==> src/design/bif_select_pkg.sv <==
// package for the binary input function select block: function codes, carriers, timing.
// assumes a 250 MHz control clock.
`default_nettype none
package func_select_pkg;
    localparam int          NUM_TERMINALS       = 8;
    localparam int          FUNC_W              = 6;
    localparam int          SPEED_W             = 16;
    localparam int          SYS_CLK_HZ          = 250_000_000;
    localparam int          CONFLICT_TIME_MS    = 500;
    localparam int          SWITCH_TIME_MS      = 25;
    localparam int          CONFLICT_CYCLES     = SYS_CLK_HZ / 1000 * CONFLICT_TIME_MS;
    localparam int          SWITCH_CYCLES       = SYS_CLK_HZ / 1000 * SWITCH_TIME_MS;
    localparam logic [3:0]  PEER_PROTOCOL_CODE  = 4'h4;
    localparam logic [7:0]  PEER_BAUD_CODE      = 8'h0a;
    localparam logic [7:0]  PEER_TORQUE_SOURCE  = 8'h14;
    localparam logic [7:0]  PEER_TX_WORD0_CODE  = 8'h93;
    localparam logic [1:0]  RAMP_SET_RESET      = 2'h0;
    localparam logic [1:0]  PARAM_SET_RESET     = 2'h0;

    // function codes a terminal may be assigned
    localparam logic [FUNC_W-1:0] FN_POT_AUTO      = 6'h19;
    localparam logic [FUNC_W-1:0] FN_POT_REVERSE   = 6'h1c;
    localparam logic [FUNC_W-1:0] FN_POT_POSITIVE  = 6'h1d;
    localparam logic [FUNC_W-1:0] FN_POT_NEGATIVE  = 6'h1e;
    localparam logic [FUNC_W-1:0] FN_RAMP_SET2     = 6'h1f;
    localparam logic [FUNC_W-1:0] FN_RAMP_SET3     = 6'h20;
    localparam logic [FUNC_W-1:0] FN_PARAM_SET2    = 6'h21;
    localparam logic [FUNC_W-1:0] FN_PARAM_SET3    = 6'h22;
    localparam logic [FUNC_W-1:0] FN_PARAM_SET4    = 6'h23;
    localparam logic [FUNC_W-1:0] FN_TECH_DROOP    = 6'h24;
    localparam logic [FUNC_W-1:0] FN_SPEED_DROOP   = 6'h25;
    localparam logic [FUNC_W-1:0] FN_P_ONLY        = 6'h26;
    localparam logic [FUNC_W-1:0] FN_INERTIA_COMP  = 6'h27;
    localparam logic [FUNC_W-1:0] FN_SPEED_FB_REV  = 6'h28;
    localparam logic [FUNC_W-1:0] FN_ROLE_SLAVE    = 6'h29;
    localparam logic [FUNC_W-1:0] FN_TORQUE_SET2   = 6'h2a;

    typedef struct packed {
        logic [1:0]  ramp_set_select_param;
        logic        tech_droop_param;
        logic        speed_droop_param;
        logic [7:0]  inertia_comp_enable_param;
        logic [SPEED_W-1:0] p_only_speed_threshold;
        logic [SPEED_W-1:0] torque_limit_speed_threshold;
        logic [7:0]  slave_torque_source_param;
        logic [3:0]  bus_protocol_select_param;
        logic [7:0]  baud_code_param;
        logic [7:0]  peer_tx_word0_param;
    } drive_params_type;

    typedef struct packed {
        logic        slave_mode;
        logic        speed_ctrl_disable;
        logic        peer_tx_enable;
        logic        peer_rx_enable;
        logic        peer_bus_ready;
        logic        torque_from_peer;
        logic        torque_is_tx_word0;
    } role_status_type;

    typedef enum logic [1:0] {
        PSET_IDLE     = 2'b00,
        PSET_SWITCH   = 2'b01,
        PSET_CONFLICT = 2'b11
    } pset_state_type;
endpackage : func_select_pkg
`default_nettype wire

==> src/design/drive_binary_input_function_select.sv <==
// binary input function decoder: terminals with assigned functions to selection signals.
// assumes terminal levels are asynchronous contacts; the function map and parameters are
// quasi-static and come from the drive's parameter store on sys_clk_i.
//
// Summary of operation
// - reverse terminal inverts pot reference in manual
// - push-button assignment disables pot reverse function
// - positive push-button forces positive pot sign
// - negative push-button forces negative pot sign
// - ramp set two terminal overrides parameter
// - ramp set three overrides; else set one
// - both ramp sets selected trips conflict fault
// - parameter set terminal activates that set
// - multiple sets over half second: fault, hold
// - new parameter set active within 25 ms
// - tech droop: any terminal, else parameter
// - speed droop: all terminals, else parameter
// - P-only when all energized and speed low
// - inertia comp when all energized, param one
// - any speed-reversal terminal inverts speed feedback
// - slave role: external torque, speed loop off
// - master transmits only; slave receives only
// - peer protocol, baud code ten, word zero torque
// - torque set two: any terminal and fast
// - manual: raise/lower drive pot; auto: source
`default_nettype none
module drive_binary_input_function_select
    import func_select_pkg::*;
#(
    parameter int N_TERM         = NUM_TERMINALS,
    parameter int CONFLICT_COUNT = CONFLICT_CYCLES,
    parameter int SWITCH_COUNT   = SWITCH_CYCLES
) (
    // clock and reset
    input  wire logic                       sys_clk_i,
    input  wire logic                       resetn_i,
    // terminals and their function assignment
    input  wire logic [N_TERM-1:0]          terminal_i,
    input  wire logic [N_TERM*FUNC_W-1:0]   binary_input_function_i,
    // drive parameters and measurements
    input  wire drive_params_type           params_i,
    input  wire logic signed [SPEED_W-1:0]  speed_i,
    input  wire logic                       self_tune_active_i,
    // potentiometer commands
    input  wire logic                       pot_raise_i,
    input  wire logic                       pot_lower_i,
    // selections
    output logic                            pot_manual_o,
    output logic                            pot_raise_o,
    output logic                            pot_lower_o,
    output logic                            pot_negative_o,
    output logic [1:0]                      ramp_set_o,
    output logic [1:0]                      param_set_o,
    output logic                            param_set_busy_o,
    output logic                            config_conflict_fault_o,
    output logic                            tech_droop_o,
    output logic                            speed_droop_o,
    output logic                            p_only_o,
    output logic                            inertia_comp_o,
    output logic                            speed_fb_invert_o,
    output logic                            torque_limit_set2_o,
    output role_status_type                 role_o
);
    localparam int CNT_W = $clog2(CONFLICT_COUNT + 1);
    localparam int FN_COUNT = 16;
    localparam logic [FUNC_W-1:0] FN_LIST [FN_COUNT] = '{
        FN_POT_AUTO, FN_POT_REVERSE, FN_POT_POSITIVE, FN_POT_NEGATIVE,
        FN_RAMP_SET2, FN_RAMP_SET3, FN_PARAM_SET2, FN_PARAM_SET3,
        FN_PARAM_SET4, FN_TECH_DROOP, FN_SPEED_DROOP, FN_P_ONLY,
        FN_INERTIA_COMP, FN_SPEED_FB_REV, FN_ROLE_SLAVE, FN_TORQUE_SET2};

    logic [N_TERM-1:0]   sync_stage;
    logic [N_TERM-1:0]   term_sync;
    logic [FN_COUNT-1:0] fn_assigned;
    logic [FN_COUNT-1:0] fn_any;
    logic [FN_COUNT-1:0] fn_all;

    // contacts bounce and are asynchronous; two stages before any decode
    always_ff @(posedge sys_clk_i) begin
        if (!resetn_i) begin
            sync_stage <= '0;
            term_sync  <= '0;
        end else begin
            sync_stage <= terminal_i;
            term_sync  <= sync_stage;
        end
    end

    generate
        for (genvar f = 0; f < FN_COUNT; f++) begin : g_fn
            logic [N_TERM-1:0] hit;
            for (genvar t = 0; t < N_TERM; t++) begin : g_term
                assign hit[t] = (binary_input_function_i[t*FUNC_W +: FUNC_W] == FN_LIST[f]);
            end
            assign fn_assigned[f] = |hit;
            assign fn_any[f]      = |(hit & term_sync);
            assign fn_all[f]      = (|hit) && ((hit & ~term_sync) == '0);
        end
    endgenerate

    wire pot_manual  = !fn_any[0];
    wire pb_assigned = fn_assigned[2] || fn_assigned[3];
    wire ramp2       = fn_any[4];
    wire ramp3       = fn_any[5];
    wire [2:0] pset_req = {fn_any[8], fn_any[7], fn_any[6]};
    wire pset_multi  = (pset_req & (pset_req - 3'h1)) != 3'h0;
    logic [1:0] pset_target;

    always_comb begin
        pset_target = 2'h0;
        if (pset_req[0]) pset_target = 2'h1;
        if (pset_req[1]) pset_target = 2'h2;
        if (pset_req[2]) pset_target = 2'h3;
    end

    // potentiometer mode and polarity
    logic rev_level_q;
    always_ff @(posedge sys_clk_i) begin
        if (!resetn_i) begin
            pot_manual_o   <= 1'b1;
            pot_raise_o    <= 1'b0;
            pot_lower_o    <= 1'b0;
            pot_negative_o <= 1'b0;
            rev_level_q    <= 1'b0;
        end else begin
            pot_manual_o <= pot_manual;
            // lower wins when both are pressed
            pot_raise_o  <= pot_manual && pot_raise_i && !pot_lower_i;
            pot_lower_o  <= pot_manual && pot_lower_i;
            rev_level_q  <= fn_any[1];
            if (pot_manual) begin
                if (pb_assigned) begin
                    if (fn_any[3]) begin
                        pot_negative_o <= 1'b1;
                    end else if (fn_any[2]) begin
                        pot_negative_o <= 1'b0;
                    end
                end else if (fn_any[1] != rev_level_q) begin
                    // ramping to the inverted value is the pot integrator's job
                    pot_negative_o <= !pot_negative_o;
                end
            end
        end
    end

    // ramp set choice and its conflict
    logic ramp_conflict;
    always_ff @(posedge sys_clk_i) begin
        if (!resetn_i) begin
            ramp_set_o    <= RAMP_SET_RESET;
            ramp_conflict <= 1'b0;
        end else begin
            ramp_conflict <= ramp2 && ramp3;
            if (ramp2 && !ramp3) begin
                ramp_set_o <= 2'h1;
            end else if (ramp3 && !ramp2) begin
                ramp_set_o <= 2'h2;
            end else if (!ramp2 && !ramp3) begin
                ramp_set_o <= (fn_assigned[4] || fn_assigned[5]) ? 2'h0
                                                                 : params_i.ramp_set_select_param;
            end
        end
    end

    // parameter set switching
    pset_state_type   pset_state;
    logic [CNT_W-1:0] conflict_cnt;
    logic [CNT_W-1:0] switch_cnt;
    logic             pset_conflict;
    logic [1:0]       pending_set;

    always_ff @(posedge sys_clk_i) begin
        if (!resetn_i) begin
            conflict_cnt  <= '0;
            pset_conflict <= 1'b0;
        end else if (!pset_multi) begin
            conflict_cnt  <= '0;
            pset_conflict <= 1'b0;
        end else if (conflict_cnt >= CNT_W'(CONFLICT_COUNT)) begin
            pset_conflict <= 1'b1;
        end else begin
            conflict_cnt <= conflict_cnt + CNT_W'(1);
        end
    end

    // a change requested during self-tuning is held off until tuning ends
    always_ff @(posedge sys_clk_i) begin
        if (!resetn_i) begin
            pset_state  <= PSET_IDLE;
            param_set_o <= PARAM_SET_RESET;
            pending_set <= PARAM_SET_RESET;
            switch_cnt  <= '0;
        end else begin
            case (pset_state)
                PSET_IDLE: begin
                    if (pset_multi) begin
                        pset_state <= PSET_CONFLICT;
                    end else if (pset_target != param_set_o && !self_tune_active_i) begin
                        pending_set <= pset_target;
                        switch_cnt  <= '0;
                        pset_state  <= PSET_SWITCH;
                    end
                end
                PSET_SWITCH: begin
                    // set stays valid while the new one is copied in, drive keeps running
                    if (switch_cnt >= CNT_W'(SWITCH_COUNT - 1)) begin
                        param_set_o <= pending_set;
                        pset_state  <= PSET_IDLE;
                    end else begin
                        switch_cnt <= switch_cnt + CNT_W'(1);
                    end
                end
                PSET_CONFLICT: begin
                    if (!pset_multi) begin
                        pset_state <= PSET_IDLE;
                    end
                end
                default: pset_state <= PSET_IDLE;
            endcase
        end
    end

    assign param_set_busy_o = (pset_state == PSET_SWITCH);

    // fault latches until reset; a new conflict is never masked
    always_ff @(posedge sys_clk_i) begin
        if (!resetn_i) begin
            config_conflict_fault_o <= 1'b0;
        end else if (ramp_conflict || pset_conflict) begin
            config_conflict_fault_o <= 1'b1;
        end
    end

    // controller structure selections
    always_ff @(posedge sys_clk_i) begin
        if (!resetn_i) begin
            tech_droop_o        <= 1'b0;
            speed_droop_o       <= 1'b0;
            p_only_o            <= 1'b0;
            inertia_comp_o      <= 1'b0;
            speed_fb_invert_o   <= 1'b0;
            torque_limit_set2_o <= 1'b0;
        end else begin
            tech_droop_o  <= fn_assigned[9] ? fn_any[9] : params_i.tech_droop_param;
            speed_droop_o <= fn_assigned[10] ? fn_all[10] : params_i.speed_droop_param;
            p_only_o      <= fn_all[11] && (speed_i < $signed(params_i.p_only_speed_threshold));
            inertia_comp_o <= fn_all[12] && (params_i.inertia_comp_enable_param == 8'h01);
            speed_fb_invert_o <= fn_any[13];
            torque_limit_set2_o <= fn_any[15] &&
                (speed_i > $signed(params_i.torque_limit_speed_threshold));
        end
    end

    // master/slave role and peer bus gating
    wire peer_cfg = (params_i.bus_protocol_select_param == PEER_PROTOCOL_CODE) &&
                    (params_i.baud_code_param == PEER_BAUD_CODE);
    always_ff @(posedge sys_clk_i) begin
        if (!resetn_i) begin
            role_o <= '0;
        end else begin
            role_o.slave_mode         <= fn_any[14];
            role_o.speed_ctrl_disable <= fn_any[14];
            // handover overlap is prevented by the controller's ordering
            role_o.peer_tx_enable     <= peer_cfg && !fn_any[14];
            role_o.peer_rx_enable     <= peer_cfg && fn_any[14];
            role_o.peer_bus_ready     <= peer_cfg;
            role_o.torque_from_peer   <= fn_any[14] &&
                (params_i.slave_torque_source_param == PEER_TORQUE_SOURCE);
            role_o.torque_is_tx_word0 <= params_i.peer_tx_word0_param == PEER_TX_WORD0_CODE;
        end
    end

    conflict_fault_a: assert property (@(posedge sys_clk_i) disable iff (!resetn_i)
        (ramp2 && ramp3) |-> ##2 config_conflict_fault_o)
        else $error("ramp conflict did not trip fault");
    pset_hold_a: assert property (@(posedge sys_clk_i) disable iff (!resetn_i)
        (pset_state == PSET_CONFLICT) |=> $stable(param_set_o))
        else $error("parameter set changed during conflict");
    pset_switch_a: assert property (@(posedge sys_clk_i) disable iff (!resetn_i)
        $rose(param_set_busy_o) |-> ##[1:2] (switch_cnt != '0 || SWITCH_COUNT <= 1))
        else $error("parameter switch timer stuck");
    role_gate_a: assert property (@(posedge sys_clk_i) disable iff (!resetn_i)
        !(role_o.peer_tx_enable && role_o.peer_rx_enable))
        else $error("transmitter and receiver both enabled");
    slave_mode_a: assert property (@(posedge sys_clk_i) disable iff (!resetn_i)
        fn_any[14] |=> role_o.slave_mode && role_o.speed_ctrl_disable)
        else $error("slave mode not entered");
    fb_invert_a: assert property (@(posedge sys_clk_i) disable iff (!resetn_i)
        fn_any[13] |=> speed_fb_invert_o)
        else $error("speed feedback not inverted");
    pot_force_a: assert property (@(posedge sys_clk_i) disable iff (!resetn_i)
        (pot_manual && fn_any[3]) |=> pot_negative_o)
        else $error("pot sign not forced negative");
    droop_all_a: assert property (@(posedge sys_clk_i) disable iff (!resetn_i)
        (fn_assigned[10] && !fn_all[10]) |=> !speed_droop_o)
        else $error("speed droop on with terminal open");
    ramp_sel_a: assert property (@(posedge sys_clk_i) disable iff (!resetn_i)
        (ramp3 && !ramp2) |=> ramp_set_o == 2'h2)
        else $error("ramp set three not chosen");
endmodule : drive_binary_input_function_select
`default_nettype wire

==> config.mk <==
export PLATFORM = sky130hd
export DESIGN_NAME = drive_binary_input_function_select
export DESIGN_NICKNAME = d
export VERILOG_FILES = /design/src/design/bif_select_pkg.sv /design/src/design/drive_binary_input_function_select.sv
export SDC_FILE = /design/constraint.sdc
export NUM_CORES = 1
export LEC_CHECK = 0
export ABC_AREA = 1
export ABC_CLOCK_PERIOD_IN_PS = 2150
export CAP_MARGIN = 15
export CORE_MARGIN = 4
export CORE_UTILIZATION = 30
export DETAILED_ROUTE_END_ITERATION = 12
export DONT_BUFFER_PORTS = 1
export MAX_ROUTING_LAYER = met4
export PLACE_DENSITY = 0.41
export SYNTH_ARGS = -nofsm -noshare
export SYNTH_HDL_FRONTEND = slang
export SYNTH_SLANG_ARGS = --single-unit
==> constraint.sdc <==
create_clock -name sys_clk_i -period 2.15 [get_ports sys_clk_i]
set_clock_uncertainty 0.2 [all_clocks]
set_input_delay 0 -clock sys_clk_i [delete_from_list [all_inputs] [get_ports sys_clk_i]]
set_output_delay 0 -clock sys_clk_i [all_outputs]
set_load 0.01 [all_outputs]
==> metrics.csv, run 1 <==
stage,metric,value,unit
synthesis,number of synthesis warnings,0,
worst_hold_path,Hold Crit Class,input pin to flip-flop,
route,Vias per Instance,4.92,
sta,Least-Margin Pin Slew,615,ps
sta,final setup TNS,-155,ps
setup_path,CP max-delay cell,dfxtp_2,
power,peak supply drop,0.000331,V
global_routing,first-pass GRT wire length,44900,microns
final_layout,Area Overhead vs Synth,38.9,%
global_routing,largest net degree at the start of global routing,53,
power,LEAKAGE,4.85,nW
power,pwr dens,436,nW/um^2
floorplan,Ports,172,
clock_tree,Max H-tree Level,3,
status,failing checks,"hold timing, setup timing",
clock_tree,clk slew on worst S/H paths,70,ps
final_layout,share of cells above drive strength 1,21.6,%
setup_path,Startpoint Class,flip-flop,
synthesis,"top cells by area, synth","dfxtp_1, nand2_1, inv_1, nor2_1, nand3_1",
setup_path,WP data required,2200,ps
placement,port bufs,0,
clock_tree,TritonCTS clock tree,built,
global_routing,antenna violations before repair,0,
synthesis,#FFs+latches synth,98,
synthesis,Yosys top cell area share,25.6,%
route,wire length per cell,16.1,microns
global_routing,GRT Residual Overflow,0,
synthesis,cell taking the most area after synthesis,dfxtp_1,
sta,Max Fclk,0.460,GHz
route,1st-pass router iterations,5,
floorplan,Initial Utilization,30.5,%
synthesis,"FFs w/ async S/R, synth",0,%
sta,Final Hold Viols,4,
synthesis,synthesized area,7670,sq um
power,total power,0.00465,W
floorplan,die width,168,microns
run,number of max-cap violations,0,
route,WL final,28800,microns
sta,Final Critical Period,2170,ps
setup_path,flop-to-flop setup slack,-20,ps
synthesis,Syn Inst Count,1272,
clock_tree,clock sinks,98,
clock_tree,clock buffer depth,2,
setup_path,worst-path fanout max,7,
route,via total after detailed routing,8804,
global_routing,vias in the first global route,8635,
sta,max-slew violation count,0,
synthesis,Post-synth EDFFs,0,
setup_path,crit-path cells,"nand3_2, nor2_2, nor2_2, nand2_2, nor2_4, buf_6, nand2_2, buf_6, nand3_2, nand2_2, nor2_4, buf_12, clkbuf_16, nand3_1, nand2_1, nor2_1",
floorplan,die area,28200,sq um
global_routing,overall global routing resource usage,20.3,%
sta,period utilisation layout,101,%
route,# DRC,0,
sta,final setup vio count,14,
clock_tree,CTS buffer count,9,
synthesis,Mapped Nets,1455,
setup_path,Critical Path Sink,switch_cnt[17],
setup_path,beginning of the critical path,term_sync[7],
setup_path,Crit Path Class,flip-flop to flip-flop,
placement,DP Wirelength,21700,microns
setup_path,worst path arrival time,2220,ps
floorplan,num rows,58,
status,status,"finished, violations left",
final_layout,fin nets,1635,
floorplan,core area,25200,sq um
route,Routed Antenna Nets,0,
clock_tree,Skew-Pair Late Insertion Delay,360,ps
setup_path,Reg2Reg Depth,16,
synthesis,"Primary FF master, synth",dfxtp_1,
sta,RSZ-0062 raised after global routing,yes,
setup_path,reg2reg end,switch_cnt[17],
sta,Hold Slack,-78.9,ps
setup_path,Worst Setup End Kind,flip-flop,
setup_path,"slowest stage delay, CP",350,ps
synthesis,synth unique cells,52,
floorplan,DIE HEIGHT,168,microns
clock_tree,CTS root buf,clkbuf_16,
route,DRT iter0 DRCs,710,
sta,final worst slack,-21.7,ps
placement,global placer's final weighted congestion,0.973,
final_layout,fillers,2674,
setup_path,Worst R2R Start,term_sync[7],
setup_path,"Top cell by count, worst path",nand2_2,
sta,worst rel slew slack,58.8,%
synthesis,register area share after synthesis,25.6,%
synthesis,"Avg Cell Area, Syn",6.03,sq um
[synthesized netlist by cell type (3+ instances only)]
| library cell | number |
|---|---|
| a211oi_1 | 4 |
| a21oi_1 | 62 |
| a221oi_1 | 4 |
| a31oi_1 | 5 |
| and2_1 | 3 |
| and3_1 | 3 |
| buf_2 | 6 |
| buf_4 | 5 |
| buf_6 | 5 |
| clkbuf_1 | 8 |
| dfxtp_1 | 98 |
| ha_1 | 34 |
| inv_1 | 195 |
| inv_2 | 24 |
| nand2_1 | 295 |
| nand2_2 | 14 |
| nand3_1 | 100 |
| nand3_2 | 13 |
| nand3b_1 | 4 |
| nand4_1 | 31 |
| nor2_1 | 176 |
| nor2_2 | 12 |
| nor2_4 | 4 |
| nor3_1 | 40 |
| nor3b_1 | 5 |
| nor4_1 | 16 |
| o211ai_1 | 5 |
| o21a_1 | 3 |
| o21ai_0 | 34 |
| o22ai_1 | 22 |
| o31ai_1 | 6 |
| or2_2 | 9 |
[worst max-delay path, delay by kind of cell, from the launching register on]
family,cells,cell delay [ps]
buffers and inverters,4,560
DFF,1,350
and+or+nand+nor,12,940
[cells by family (layout without fill, tap and decap cells)]
logic type / count (synthesis) / in the layout / share of synthesized area, %
other cells: 0 / 1 / 0
compound gates: 164 / 164 / 12.7
xor+xnor: 3 / 3 / 0.343
flops: 98 / 98 / 25.6
fa+ha+maj: 34 / 34 / 5.55
buf+inv: 243 / 428 / 12.7
simple gates: 730 / 730 / 43.1
[routing by layer]
metal | wire, microns | part of all wire, % | vias to the layer above | track usage [%]
met5 | 0 | 0 | - | -
met4 | 582 | 2.0 | 0 | 5.22
met3 | 2030 | 7.0 | 33 | 4.79
met2 | 12700 | 44 | 296 | 31.0
met1 | 13500 | 47 | 3963 | 27.1
li1 | - | - | 4512 | -
[placed cells by master, fill, tap and decap left out, types with 6 or more instances in the layout]
cell type,count
nand2_1,284
inv_1,188
nor2_1,164
buf_4,93
nand3_1,81
dfxtp_1,81
dlygate4sd3_1,78
a21oi_1,48
o21ai_0,34
ha_1,33
nor3_1,31
nand4_1,31
inv_2,30
nand3_2,30
o22ai_1,22
nor2_2,20
nand2_2,20
dfxtp_2,16
a21oi_2,14
clkbuf_16,13
nor4_1,11
nor3_2,9
or2_2,9
nor2_4,8
buf_12,7
buf_16,6
[what timing repair did]
action	4_1_cts	5_1_grt
hold endpoints to repair	96	4
hold buffers	80	2
gates resized for setup	39	91
pin swaps	0	33
setup buffers	4	7
cloned	5	4
setup endpoints to repair	27	50
[area by class of cell]
class,count,area [sq um],share of cell area [%]
tap,330,413,3.87
antenna,1,2.50,0.0235
clock inverter,5,82.6,0.775
multi-input combinational,931,5160,48.5
sequential,98,1990,18.6
timing repair buffer,193,1940,18.2
clock buffer,11,243,2.28
inverter,219,825,7.74
[worst min path at each step]
stage | slack (ps) | startpoint | end | cells after the start
final | -80 | self_tune_active_i | pending_set[0] | 4
after global routing | -80 | self_tune_active_i | pending_set[1] | 4
after CTS | -100 | self_tune_active_i | pending_set[1] | 4
after detailed placement | -120 | params_i[6] | role_o[0] | 1
after global placement | -120 | params_i[6] | role_o[0] | 1
after floorplan | -120 | params_i[6] | role_o[0] | 1
[power by group]
| part | internal [W] | switching (W) |
|---|---|---|
| registers | 0.00188 | 0.0000585 |
| logic | 0.000389 | 0.000471 |
| clock network | 0.00106 | 0.000795 |
[state kept, by name, indices dropped and copies added, names as in the netlist, 2 cells and up]
name,count
conflict_cnt,27
param_set_o,2
pending_set,2
pset_state,2
ramp_set_o,2
role_o,6
switch_cnt,27
sync_stage,8
term_sync,8
[through the flow]
step | utilization (%) | cells | instance area (sq um) | setup WS [ps] | hold slack, ps
after detailed placement | 34.6 | 1672 | 8720 | -284 | -118
after CTS | 40.4 | 1777 | 10200 | -28.9 | -99.6
final | 42.3 | 1788 | 10700 | -21.7 | -78.9
after floorplan | - | 1272 | 7670 | 130 | -124
after global routing | 42.3 | 1787 | 10700 | -159 | -83.4
after global placement | 34.6 | 1672 | 8720 | -331 | -118
Power figures use the tool's default switching activity.
==> inputs of run 2 (changes only) <==
--- a/config.mk
+++ b/config.mk
@@ -13,7 +13,6 @@
 export DETAILED_ROUTE_END_ITERATION = 12
 export DONT_BUFFER_PORTS = 1
 export MAX_ROUTING_LAYER = met4
-export PLACE_DENSITY = 0.41
 export SYNTH_ARGS = -nofsm -noshare
 export SYNTH_HDL_FRONTEND = slang
 export SYNTH_SLANG_ARGS = --single-unit
==> run 2 against run 1 <==
Effect of this change: non-clock buffer count decreased by 22; sequential share of layout area increased by 0.27 points; count of clock-buffer cells in the layout decreased by 2; die area unchanged; clock power about the same; critical endpoint is now switch_cnt[9]; critical path depth increased by 2; critical path type unchanged; the run ends with setup timing left.
==> metrics.csv, run 2 (synthesis results as in run 1) <==
stage,metric,value,unit
clock_tree,clk slew on worst S/H paths,80,ps
setup_path,CP max-delay cell,dfxtp_1,
sta,max-slew violation count,0,
sta,period utilisation layout,103,%
setup_path,Startpoint Class,flip-flop,
global_routing,antenna violations before repair,1,
setup_path,crit-path cells,"nand2_1, inv_1, nand3_1, nand2_2, inv_2, nand2_4, nor2_4, buf_6, nand2_2, nand2_1, nand2_1, nand2_2, nand2_4, nand2_8, clkbuf_16, nand3_2, nand2_1, nor2_1",
global_routing,overall global routing resource usage,20.3,%
placement,pre-CTS setup slack,-79.1,ps
route,DRT iter0 DRCs,624,
run,number of max-cap violations,0,
floorplan,DIE HEIGHT,168,microns
global_routing,busiest grt layer,met2,
setup_path,WP buf/inv,4,
final_layout,"commonest non-fill, non-tap cell in the layout",nand2_1,
route,Vias per Instance,5.13,
sta,final setup vio count,23,
global_routing,first-pass GRT wire length,44900,microns
sta,Least-Margin Pin Slew,568,ps
route,# DRC,0,
setup_path,worst-path fanout max,7,
floorplan,Ports,172,
setup_path,Worst Setup End Kind,flip-flop,
global_routing,GRT Residual Overflow,0,
setup_path,WP data required,2240,ps
sta,RSZ-0062 raised after global routing,yes,
worst_hold_path,hold path startpoint,binary_input_function_i[15],
setup_path,"Top cell by count, worst path",nand2_1,
floorplan,core area,25200,sq um
sta,worst rel slew slack,61.8,%
clock_tree,TritonCTS clock tree,built,
clock_tree,Max H-tree Level,3,
clock_tree,CTS buffer count,9,
placement,global placer's final weighted congestion,1.07,
global_routing,M1 GR Usage,25.2,%
global_routing,Global Route met2 Usage,32.4,%
clock_tree,clock buffer depth,2,
final_layout,most frequent cells in the layout,"nand2_1, inv_1, nor2_1",
route,WL final,29400,microns
final_layout,Multi-input gate area,5190,sq um
final_layout,fin nets,1614,
placement,port bufs,0,
power,peak supply drop,0.000335,V
floorplan,die width,168,microns
floorplan,num rows,58,
worst_hold_path,Hold Crit Class,input pin to flip-flop,
power,Switching Fraction,28.9,%
power,pwr dens,441,nW/um^2
power,Seq pwr share,41.7,%
setup_path,beginning of the critical path,term_sync[6],
final_layout,biggest regs,"conflict_cnt: 27 flops, switch_cnt: 27 flops",
sta,Max Fclk,0.450,GHz
sta,Final Hold Viols,0,
power,LEAKAGE,4.80,nW
final_layout,Register Area,1990,sq um
route,wire length per cell,16.6,microns
status,failing checks,setup timing,
sta,final worst slack,-72.5,ps
global_routing,vias in the first global route,8649,
global_routing,met3 Usage GRT,4.95,%
final_layout,share of cells above drive strength 1,21.0,%
clock_tree,Skew-Pair Late Insertion Delay,360,ps
power,P_sw,0.00135,W
sta,Final Critical Period,2220,ps
setup_path,"slowest stage delay, CP",370,ps
placement,DP Wirelength,21500,microns
route,1st-pass router iterations,5,
power,Clk pwr share,39.8,%
floorplan,Initial Utilization,30.5,%
setup_path,"delay-heaviest family, CP",simple AND/OR/NAND/NOR gates,
power,Logic pwr share,18.5,%
final_layout,fillers,2558,
power,Pint,0.00330,W
placement,Inst Count DP,1652,
clock_tree,CTS root buf,clkbuf_16,
final_layout,Layout Cells excl Fill,1767,
route,Routed Antenna Nets,0,
status,status,"finished, violations left",
setup_path,worst path arrival time,2320,ps
setup_path,Crit Path Class,flip-flop to flip-flop,
final_layout,Area Overhead vs Synth,37.4,%
floorplan,die area,28200,sq um
setup_path,Worst R2R Start,term_sync[6],
route,via total after detailed routing,9057,
clock_tree,clock sinks,98,
global_routing,largest net degree at the start of global routing,45,
[run 2: power groups by stage]
stage	logic, W	registers (W)	clock network, W
floorplan	0.000463	0.00196	0
global placement	0.000607	0.00197	0
detailed placement	0.000619	0.00197	0
CTS	0.000789	0.00194	0.00191
global route	0.000957	0.00195	0.00195
finish	0.000858	0.00194	0.00185
[run 2: layer usage]
metal	vias up	part of all wire [%]
met3	77	7.6
met1	4092	43
met5	-	0
met4	0	3.6
li1	4475	-
met2	413	46
[run 2: worst paths after layout]
check,endpoint,slack [ps],cells past startpoint
setup reg to reg,switch_cnt[9],-70,18
hold reg to reg,term_sync[4],220,2
hold / removal,torque_limit_set2_o,3,5
setup / recovery,switch_cnt[9],-70,18
[run 2: metrics by stage]
stage | instance area (sq um) | power (W) | utilization (%) | setup TNS [ps] | hold slack, ps
floorplan | 7670 | 0.00242 | - | 0 | -124
global placement | 8560 | 0.00258 | 34.0 | -1130 | -122
detailed placement | 8560 | 0.00259 | 34.0 | -1440 | -119
CTS | 10000 | 0.00463 | 39.9 | -410 | 2.07
global route | 10500 | 0.00486 | 41.9 | -4220 | 6.95
finish | 10500 | 0.00465 | 41.9 | -1180 | 2.70
[run 2: what timing repair did]
action | in CTS | in global routing
setup endpoints to repair | 28 | 57
cloned | 5 | 6
pin swaps | 13 | 19
hold buffers | 73 | 0
gates resized for setup | 49 | 90
buffers inserted | 10 | 6
endpoints found under the hold margin | 97 | 0
[run 2: final cells by class]
type	instances	area share (%)
well taps	330	3.92
diodes	1	0.0237
clock inverters	7	1.04
clock buffers	9	2.14
flip-flops and latches	98	18.9
inverters	219	7.80
repair buffers	171	16.9
multi-input cells	932	49.3
[run 2: worst reg2reg max path: cells and delay by family, from the launching register on]
| family | cells | cell delay, ps |
|---|---|---|
| simple gates | 14 | 1160 |
| buf+inv | 4 | 460 |
| flops | 1 | 370 |
